### src/hw/rxs_pkg.sv
// package: register map, field layouts and event carrier for the rx error statistics bank
package rxs_pkg;

    // ----------------------------------------
    // register map (byte addresses)
    // ----------------------------------------
    localparam logic [15:0] RXS_CRC_ERROR_COUNT_ADDR       = 16'h4000;
    localparam logic [15:0] RXS_ALIGNMENT_ERROR_COUNT_ADDR = 16'h4004;
    localparam logic [15:0] RXS_SYMBOL_ERROR_COUNT_ADDR    = 16'h4008;
    localparam logic [15:0] RXS_RECEIVE_ERROR_COUNT_ADDR   = 16'h400C;
    localparam logic [15:0] RXS_INT_STATUS_ADDR            = 16'h4100;
    localparam logic [15:0] RXS_INT_MASK_ADDR              = 16'h4104;
    localparam logic [15:0] RXS_CONTROL_ADDR               = 16'h4108;

    // ----------------------------------------
    // widths, reset values, limits
    // ----------------------------------------
    localparam int          RXS_CNT_W       = 32;
    localparam int          RXS_NUM_CNT     = 4;
    localparam int          RXS_LEN_W       = 16;
    localparam logic [31:0] RXS_CNT_RESET   = 32'h0000_0000;
    localparam logic [31:0] RXS_CNT_MAX     = 32'hFFFF_FFFF;
    localparam logic [31:0] RXS_CNT_ONE     = 32'h0000_0001;
    localparam logic [15:0] RXS_MIN_FRAME   = 16'h0040;
    localparam logic [31:0] RXS_DATA_ZERO   = 32'h0000_0000;
    localparam logic [3:0]  RXS_MASK_RESET  = 4'h0;
    localparam logic [1:0]  RXS_CTRL_RESET  = 2'h0;

    // ----------------------------------------
    // counter indices (also status / mask bit positions)
    // ----------------------------------------
    localparam int RXS_IDX_CRC   = 0;
    localparam int RXS_IDX_ALIGN = 1;
    localparam int RXS_IDX_SYM   = 2;
    localparam int RXS_IDX_RXERR = 3;

    // control register fields
    localparam int RXS_CTRL_RX_ENABLE = 0;
    localparam int RXS_CTRL_SERDES    = 1;

    // ----------------------------------------
    // link speed encoding
    // ----------------------------------------
    typedef enum logic [1:0] {
        RXS_SPEED_10   = 2'h0,
        RXS_SPEED_100  = 2'h1,
        RXS_SPEED_1000 = 2'h2
    } rxs_speed_t;

    // ----------------------------------------
    // per-frame report from the receive mac path
    // ----------------------------------------
    typedef struct packed {
        logic                 done;         // one-cycle pulse at end of frame
        logic [RXS_LEN_W-1:0] length;       // bytes, destination address through crc
        logic                 filter_pass;  // passed address filtering
        logic                 crc_bad;
        logic                 align_bad;    // non-integer byte length
        logic                 phy_receive_error_flag;
    } rxs_frame_t;

    // ----------------------------------------
    // serdes code-level events
    // ----------------------------------------
    typedef struct packed {
        logic bad_symbol;   // one-cycle pulse per bad symbol
        logic invalid_code; // one-cycle pulse per /V/ code group
    } rxs_serdes_t;

endpackage

### src/hw/rxs_stat_bank.sv
// module: receive error statistics counter bank with apb slave and interrupt
`timescale 1ns/1ps
`default_nettype none

// Functional notes
// - every statistics counter is a 32-bit register.
// - unaligned 32-bit counters are reached by 32-bit accesses only.
// - octet counters pair two 32-bit registers into one 64-bit count.
// - reading a counter returns its value then clears it.
// - a 64-bit counter clears only when its upper half is read.
// - counters stick at all-ones until cleared by a read.
// - a frame is received once filtered and stored, host transfer irrelevant.
// - crc errors count filtered frames of 64 bytes or more.
// - crc, alignment, receive error counters hold while reception disabled.
// - alignment errors count filtered non-integer-length frames of 64 bytes plus.
// - alignment errors count only in mii mode at 10 or 100 Mb/s.
// - symbol errors count every bad symbol regardless of frame or link.
// - symbol errors count only in internal serdes mode.
// - receive errors count filtered 64-byte-plus frames flagged by the phy.
// - in serdes mode receive errors count each /V/ code group instead.
module rxs_stat_bank (
    input  wire logic                 clk_sys,
    input  wire logic                 nrst,
    // apb slave
    input  wire logic                 psel,
    input  wire logic                 penable,
    input  wire logic                 pwrite,
    input  wire logic [15:0]          paddr,
    input  wire logic [31:0]          pwdata,
    output logic                      pready,
    output logic [31:0]               prdata,
    output logic                      pslverr,
    // receive mac path
    input  wire rxs_pkg::rxs_frame_t  rx_frame,
    input  wire rxs_pkg::rxs_serdes_t serdes_evt,
    input  wire rxs_pkg::rxs_speed_t  link_speed,
    // interrupt
    output logic                      irq
);

    // ----------------------------------------
    // reset release
    // ----------------------------------------
    logic rst_meta_r;
    logic rst_sync_r;

    always_ff @(posedge clk_sys or negedge nrst) begin
        if (!nrst) begin
            rst_meta_r <= 1'b0;
            rst_sync_r <= 1'b0;
        end else begin
            rst_meta_r <= 1'b1;
            rst_sync_r <= rst_meta_r;
        end
    end

    wire rst_n = rst_sync_r;

    // ----------------------------------------
    // apb decode
    // ----------------------------------------
    logic [rxs_pkg::RXS_NUM_CNT-1:0] int_status_r;
    logic [rxs_pkg::RXS_NUM_CNT-1:0] int_mask_r;
    logic [1:0]                      ctrl_r;
    logic [rxs_pkg::RXS_CNT_W-1:0]   cnt_r [rxs_pkg::RXS_NUM_CNT];

    // single-cycle access phase: pready is high in the first access cycle only
    wire apb_access = psel && penable;
    // read captured and cleared at the setup edge, so no event slips between them
    wire apb_rd     = psel && !penable && !pwrite;
    wire apb_wr     = apb_access && pwrite;

    wire sel_crc    = (paddr == rxs_pkg::RXS_CRC_ERROR_COUNT_ADDR);
    wire sel_align  = (paddr == rxs_pkg::RXS_ALIGNMENT_ERROR_COUNT_ADDR);
    wire sel_sym    = (paddr == rxs_pkg::RXS_SYMBOL_ERROR_COUNT_ADDR);
    wire sel_rxerr  = (paddr == rxs_pkg::RXS_RECEIVE_ERROR_COUNT_ADDR);
    wire sel_status = (paddr == rxs_pkg::RXS_INT_STATUS_ADDR);
    wire sel_mask   = (paddr == rxs_pkg::RXS_INT_MASK_ADDR);
    wire sel_ctrl   = (paddr == rxs_pkg::RXS_CONTROL_ADDR);

    wire [rxs_pkg::RXS_NUM_CNT-1:0] sel_cnt = {sel_rxerr, sel_sym, sel_align, sel_crc};
    wire sel_any = (|sel_cnt) || sel_status || sel_mask || sel_ctrl;

    // counters are read-only: a write to one is refused
    wire bad_access = !sel_any || (pwrite && (|sel_cnt));

    // read of a counter clears it
    wire [rxs_pkg::RXS_NUM_CNT-1:0] rd_clear = sel_cnt & {rxs_pkg::RXS_NUM_CNT{apb_rd}};

    wire [31:0] rd_data =
        sel_crc    ? cnt_r[rxs_pkg::RXS_IDX_CRC]   :
        sel_align  ? cnt_r[rxs_pkg::RXS_IDX_ALIGN] :
        sel_sym    ? cnt_r[rxs_pkg::RXS_IDX_SYM]   :
        sel_rxerr  ? cnt_r[rxs_pkg::RXS_IDX_RXERR] :
        sel_status ? {28'h0000000, int_status_r}   :
        sel_mask   ? {28'h0000000, int_mask_r}     :
        sel_ctrl   ? {30'h0000000, ctrl_r}         :
                     rxs_pkg::RXS_DATA_ZERO;

    // ----------------------------------------
    // event qualification
    // ----------------------------------------
    wire rx_enable  = ctrl_r[rxs_pkg::RXS_CTRL_RX_ENABLE];
    wire serdes_on  = ctrl_r[rxs_pkg::RXS_CTRL_SERDES];
    wire mii_speed  = (link_speed == rxs_pkg::RXS_SPEED_10) || (link_speed == rxs_pkg::RXS_SPEED_100);

    // frame is counted once filtered and stored, no host transfer needed
    wire frame_ok   = rx_frame.done && rx_frame.filter_pass
                      && (rx_frame.length >= rxs_pkg::RXS_MIN_FRAME);

    wire ev_crc     = rx_enable && frame_ok && rx_frame.crc_bad;
    wire ev_align   = rx_enable && frame_ok && rx_frame.align_bad
                      && !serdes_on && mii_speed;
    wire ev_sym     = serdes_on && serdes_evt.bad_symbol;
    wire ev_rxerr   = rx_enable && (serdes_on ? serdes_evt.invalid_code
                      : (frame_ok && rx_frame.phy_receive_error_flag));

    wire [rxs_pkg::RXS_NUM_CNT-1:0] ev_vec = {ev_rxerr, ev_sym, ev_align, ev_crc};

    // ----------------------------------------
    // counters
    // ----------------------------------------
    genvar gi;
    generate
        for (gi = 0; gi < rxs_pkg::RXS_NUM_CNT; gi++) begin : g_cnt
            logic [rxs_pkg::RXS_CNT_W-1:0] cnt_nxt;
            wire   at_max = (cnt_r[gi] == rxs_pkg::RXS_CNT_MAX);

            // clear with coincident event leaves one, saturate at all-ones
            assign cnt_nxt = rd_clear[gi] ? (ev_vec[gi] ? rxs_pkg::RXS_CNT_ONE : rxs_pkg::RXS_CNT_RESET)
                           : (ev_vec[gi] && !at_max) ? cnt_r[gi] + rxs_pkg::RXS_CNT_ONE
                           : cnt_r[gi];

            always_ff @(posedge clk_sys or negedge rst_n) begin
                if (!rst_n) begin
                    cnt_r[gi] <= rxs_pkg::RXS_CNT_RESET;
                end else begin
                    cnt_r[gi] <= cnt_nxt;
                end
            end
        end
    endgenerate

    // ----------------------------------------
    // interrupt status, mask, control
    // ----------------------------------------
    wire [rxs_pkg::RXS_NUM_CNT-1:0] w1c = (apb_wr && sel_status) ? pwdata[rxs_pkg::RXS_NUM_CNT-1:0]
                                                                  : {rxs_pkg::RXS_NUM_CNT{1'b0}};
    // set wins over a same-cycle clear
    wire [rxs_pkg::RXS_NUM_CNT-1:0] int_status_nxt = (int_status_r & ~w1c) | ev_vec;
    wire [rxs_pkg::RXS_NUM_CNT-1:0] int_mask_nxt   = (apb_wr && sel_mask) ? pwdata[rxs_pkg::RXS_NUM_CNT-1:0]
                                                                           : int_mask_r;
    wire [1:0] ctrl_nxt = (apb_wr && sel_ctrl) ? pwdata[1:0] : ctrl_r;
    wire       irq_nxt  = |(int_status_nxt & int_mask_nxt);

    always_ff @(posedge clk_sys or negedge rst_n) begin
        if (!rst_n) begin
            int_status_r <= rxs_pkg::RXS_MASK_RESET;
            int_mask_r   <= rxs_pkg::RXS_MASK_RESET;
            ctrl_r       <= rxs_pkg::RXS_CTRL_RESET;
            irq          <= 1'b0;
        end else begin
            int_status_r <= int_status_nxt;
            int_mask_r   <= int_mask_nxt;
            ctrl_r       <= ctrl_nxt;
            irq          <= irq_nxt;
        end
    end

    // ----------------------------------------
    // apb response registers
    // ----------------------------------------
    // pready/prdata registered: answer one cycle after the setup cycle
    wire        pready_nxt  = psel && !penable;
    wire        pslverr_nxt = psel && !penable && bad_access;
    wire [31:0] prdata_nxt  = apb_rd ? rd_data : rxs_pkg::RXS_DATA_ZERO;

    always_ff @(posedge clk_sys or negedge rst_n) begin
        if (!rst_n) begin
            pready  <= 1'b0;
            pslverr <= 1'b0;
            prdata  <= rxs_pkg::RXS_DATA_ZERO;
        end else begin
            pready  <= pready_nxt;
            pslverr <= pslverr_nxt;
            prdata  <= prdata_nxt;
        end
    end

endmodule

`default_nettype wire

### config.mk
export PLATFORM = sky130hd
export DESIGN_NAME = rxs_stat_bank
export DESIGN_NICKNAME = d
export VERILOG_FILES = /design/src/hw/rxs_pkg.sv /design/src/hw/rxs_stat_bank.sv
export SDC_FILE = /design/constraint.sdc
export NUM_CORES = 1
export LEC_CHECK = 0
export BUFFER_PORTS_ARGS = -buffer_cell sky130_fd_sc_hd__clkbuf_2
export CAP_MARGIN = 25
export CELL_PAD_IN_SITES_DETAIL_PLACEMENT = 0
export CELL_PAD_IN_SITES_GLOBAL_PLACEMENT = 1
export CORE_ASPECT_RATIO = 1.75
export CORE_MARGIN = 5
export CORE_UTILIZATION = 39
export CTS_CLUSTER_SIZE = 16
export DETAILED_ROUTE_END_ITERATION = 12
export PLACE_DENSITY = 0.69
export SYNTH_ARGS = -nofsm -noshare
export SYNTH_HDL_FRONTEND = slang
export SYNTH_SLANG_ARGS = --single-unit
### constraint.sdc
create_clock -name clk_sys -period 6.28 [get_ports clk_sys]
set_input_delay 1.256 -clock clk_sys [delete_from_list [all_inputs] [get_ports clk_sys]]
set_output_delay 1.256 -clock clk_sys [all_outputs]
set_load 0.01 [all_outputs]
; ---- After elaboration in Yosys (flattened, before gate mapping)
; Cells that the tools add are included.
[op_classes]
n_mux = 23
n_lt_le_gt_ge = 1
bitwise = 5
add_sub_neg = 4
eq_ne = 12
n_reduce_logical = 43
[op_table]
columns = cell, count
row1 = 2-to-1 mux 32 bit, 13
row2 = adder 32 x 1 -> 32 bit (second input constant), 4
row3 = equality test 32 bit (second input constant), 4
row4 = equality test 16 x 15 -> 1 bit (second input constant), 7
row5 = logical AND 1 bit, 23
row6 = greater-or-equal comparator 16 x 7 -> 1 bit (second input constant), 1
row7 = 2-to-1 mux 4 bit, 4
row8 = bitwise AND 4 bit, 3
row9 = zero test 1 bit, 8
row10 = nonzero test 2 bit, 4
row11 = OR reduction 4 bit, 2
row12 = logical OR 1 bit, 5
row13 = 2-to-1 mux 1 bit, 5
row14 = NOT 4 bit, 1
row15 = bitwise OR 4 bit, 1
row16 = equality test 2 x 1 -> 1 bit (second input constant), 1
row17 = zero test 2 bit, 1
row18 = 2-to-1 mux 2 bit, 1
[totals]
wordCells = 101
in_bits = 78
output_inout_bits = 35
regBits = 175

; ---- Logic depth before layout (Yosys ltp)
[logic_depth]
word_depth = 9
ltp_mapped = 8
depth_no_buf = 7

; ---- Least setup slack after synthesis
; No wires, ideal clock.
[synth_timing]
path_kind = input-to-reg
startpoint = in paddr[15]
endpoint = reg cnt_r[127] (netlist name)
t_arrival_ps = 2865
required_ps = 6148
path_stages = 7
setup_slack_ps = 3283
setup_ps = 132
n_path_buf = 2
cell_sequence = nor4b_1 > and4_1 > buf_2 > nand3_1 > nor3_2 > clkbuf_1 > nor2_1
[synth_between]
elab_chain_len = 3
word_cells_on_any_way = 4
cone_classes = eq/ne: 1 / mux: 1 / bitwise: 1 / reduce/logical: 1
[synth_lines]
columns = item, line
row1 = "start, declared", rxs_stat_bank.sv:28  ; input wire logic [15:0] paddr,
row2 = equality test 16 x 15 -> 1 bit *, rxs_stat_bank.sv:73  ; wire sel_crc = (paddr == rxs_pkg::RXS_CRC_ERROR_COUNT_ADDR);
row3 = bitwise AND 4 bit *, rxs_stat_bank.sv:88  ; wire [rxs_pkg::RXS_NUM_CNT-1:0] rd_clear = sel_cnt & {rxs_pkg::RXS_NUM_CNT{apb_rd}};
row4 = 2-to-1 mux 32 bit or nonzero test 2 bit (tied branches), -
row5 = "end signal, assigned by index", rxs_stat_bank.sv:136  ; cnt_r[gi] <= rxs_pkg::RXS_CNT_RESET;
row6 = "end signal, assigned by index", rxs_stat_bank.sv:138  ; cnt_r[gi] <= cnt_nxt;
row7 = "end, declared", rxs_stat_bank.sv:65  ; logic [rxs_pkg::RXS_CNT_W-1:0] cnt_r [rxs_pkg::RXS_NUM_CNT];
; Every way passes the cells marked *; elsewhere a longest branch is shown, timed or not.
; A chain may end at the register's enable or synchronous reset.

; ---- Worst setup path after layout
[layout_timing]
startpoint = in paddr[15]
endpoint = reg cnt_r[125] (netlist name)
; The elaborated chain is that of the path after synthesis.

==> results.json <==
{
  "dp_hpwl_um": 20410,
  "drv_slew": 0,
  "synthTopCellsByCount": "dfrtp_1, nor2_1, nand2_1, nand3_1, xnor2_1",
  "synth_edf_count": 0,
  "power_frac_comb": 0.032,
  "wl_per_cell_um": 20.01,
  "start_util": 0.3918,
  "synthCells": 972,
  "power_switching_share": 0.2116,
  "worst_path_largest_cell_delay_ns": 0.62,
  "internal_power_mw": 1.834,
  "fin_skew_ns": 0.008390,
  "track_usage": 0.2024,
  "yosys_warnings": 0,
  "cap_violations": 0,
  "final_area_sq_um": 10930,
  "area_delta_synth_final_pct": 14.11,
  "rows": 76,
  "synth-main-ff-cell": "dfrtp_1",
  "cts_max_level": 4,
  "startpoint_type": "primary input",
  "crit_type": "primary input to flop",
  "grt-ovfl-total": 0,
  "ir_worst_vdd_mv": 0.1880,
  "synth_area_leaders": "dfrtp_1, mux4_2, xnor2_1, nor2_1, nand3_1",
  "die_w_um": 128.4,
  "min_period_over_period": 0.5628,
  "async_reset_ff_frac": 1.000,
  "drt-initial-drc-count": 500,
  "viasPerCell": 5.634,
  "cp_slowest_cell": "nor3_4",
  "cp-end-kind": "flop",
  "grt_pass1_wl_um": 43360,
  "gp_routability_congestion": 0.8436,
  "power_frac_seq": 0.486,
  "grt_setup_unrepaired": "false",
  "setup-tns-final_ns": 0,
  "worstHoldPathType": "flop to async pin",
  "insertion_delay_ns": 0.44,
  "clk_pin_slew_ns": 0.06,
  "worstPathRequired_ns": 6.60,
  "core_sq_um": 24440,
  "post_cts_buffers": 0,
  "cts_tree": "yes",
  "placed_cell_area_sq_um": 10280,
  "status": "finished clean",
  "synth_fp_nets": 1054,
  "fill_cells": 2371,
  "period_needed_ns": 3.534,
  "synth_seq_cells": 175,
  "synth_area_per_cell_sq_um": 9.850,
  "ios": 113,
  "yosysTopAreaCell": "dfrtp_1",
  "path_cells": "clkbuf_2, nor4b_1, and4_1, nand3_1, nor3_4, buf_4, nor2_1",
  "grt_pass1_vias": 7696,
  "hold_viol": 0,
  "cts_sinks": 175,
  "cp.arrival_ns": 3.85,
  "synth_top_area_share": 0.4574,
  "worstPathMaxFanout": 20,
  "firstDrtPassIters": 5,
  "fmax_mhz": 282.9,
  "setup_viol": 0,
  "pwr-share-clk": 0.482,
  "numCtsBuffers": 17,
  "grt_start_max_net_pins": 74,
  "vias": 7690,
  "syn_area_sq_um": 9574,
  "worstMarginPinSlew_ns": 1.239,
  "leakage_nw": 4.787,
  "drive_above_1_share": 0.1557,
  "diodes": 0,
  "synth_cell_types": 65,
  "drc_errors": 0,
  "synth.most_common_cell": "dfrtp_1",
  "drt-total-wl_um": 27320,
  "grt_antenna_before_repair": 0,
  "switching_power_mw": 0.4923,
  "yosysSeqAreaShare": 0.4574,
  "cts_max_path_buffers": 2,
  "cts_resized": 0,
  "place.port_buffers": 77,
  "cts_hold_buffers": 0,
  "fp.dieH_um": 217.3,
  "relSlewSlack": 0.1738,
  "clk_root_buffer_cell": "clkbuf_16",
  "power.density_nw_per_um2": 213.0,
  "ant_nets": 0,
  "dieArea_sq_um": 27910,
  "nets": 1122
}
[power by group through the flow]
stage	combinational, mW	clock, mW	sequential [mW]
6_report	0.0739	1.12	1.13
5_1_grt	0.0840	1.19	1.13
4_1_cts	0.0669	1.15	1.14
3_5_place_dp	0.0667	0	1.16
3_3_place_gp	0.0658	0	1.16
2_1_floorplan	0.0280	0	1.17
[kinds of logic (layout without fill, tap and decap cells)]
group                      count (synthesis)  count (layout)  synth area share
adders and majority gates                  4               4          0.005228
buffers and inverters                     61             142           0.02575
AOI/OAI and AO/OA                        109             109           0.07057
DFF                                      175             175            0.4574
xor gates and xnor gates                  90              90           0.08233
and+or+nand+nor                          492             492            0.2768
other                                      1               1         0.0003917
muxes                                     40              40           0.08155
[flip-flops by register name, indices dropped and copies added (netlist names)]
register,flops
cnt_r,128
ctrl_r,2
int_mask_r,4
int_status_r,4
irq,1
prdata,32
pready,1
pslverr,1
rst_meta_r,1
rst_n,1
[per-stage QoR]
stage                     hold slack (ns)  instances  power (mW)    util  setup slack [ns]
after CTS                          0.3543       1364       2.353  0.4459             2.732
after global routing               0.1978       1365       2.407  0.4471             2.404
final                              0.1811       1365       2.327  0.4471             2.746
after global placement             0.3356       1332       1.225  0.4208             2.305
after detailed placement           0.3397       1332       1.226  0.4208             2.263
after floorplan                    0.3312        972       1.194       -             1.043
[per-layer routing]
layer	track usage	share of wire	vias to the layer above
li1	-	-	3653
met1	0.2448	0.41	3894
met2	0.3587	0.54	115
met3	0.02972	0.024	28
met4	0.07790	0.029	0
met5	0	0	-
[critical path: cells and delay by family]
family                 cells  cell delay, ns
buffers and inverters      2            0.46
and+or+nand+nor            5            2.11
[layout by cell type, fill, tap and decap left out, types with 5 or more instances in the layout]
| cell | netlist | layout |
|---|---|---|
| nand3_1 | 66 | 66 |
| nor4_1 | 22 | 22 |
| nand2_1 | 66 | 66 |
| xnor2_1 | 54 | 54 |
| clkbuf_8 | 0 | 5 |
| mux4_2 | 29 | 29 |
| nor3_2 | 5 | 5 |
| mux2i_1 | 9 | 9 |
| nor3_1 | 22 | 21 |
| or4_1 | 6 | 6 |
| clkbuf_1 | 27 | 6 |
| clkbuf_16 | 0 | 17 |
| and3_1 | 26 | 26 |
| inv_1 | 22 | 22 |
| o21ai_0 | 36 | 36 |
| clkbuf_2 | 0 | 77 |
| and2_1 | 41 | 41 |
| buf_4 | 0 | 10 |
| or3_1 | 27 | 27 |
| dfrtp_1 | 175 | 174 |
| nor2b_1 | 5 | 5 |
| nor2_1 | 123 | 122 |
| nand4_1 | 37 | 37 |
| and4_1 | 19 | 19 |
| xor2_1 | 36 | 36 |
| a21oi_1 | 31 | 31 |
| o211ai_1 | 5 | 5 |
[final timing paths]
path | startpoint | to | slack, ns | depth (start not counted)
max | paddr[15] | cnt_r[125] | 2.75 | 7
min | rst_n | prdata[28] | 0.18 | 0
max reg2reg | ctrl_r[0] | cnt_r[120] | 3.30 | 6
min reg2reg | rst_n | prdata[28] | 0.18 | 0
max in group asynchronous | rst_n | cnt_r[102] | 4.82 | 2
min in group clk_sys | rst_meta_r | rst_n | 0.35 | 0
[final cells by class]
type / count / area [sq um] / share of cell area
Sequential cell: 175 / 4383 / 0.4012
Inverter: 22 / 82.58 / 0.007558
Timing Repair Buffer: 88 / 488.0 / 0.04466
Clock buffer: 28 / 516.7 / 0.04730
Multi-Input combinational cell: 736 / 4967 / 0.4546
Tap cell: 312 / 390.4 / 0.03573
Clock inverter: 4 / 97.59 / 0.008933
Note: power is estimated with default switching activity, not from simulation.
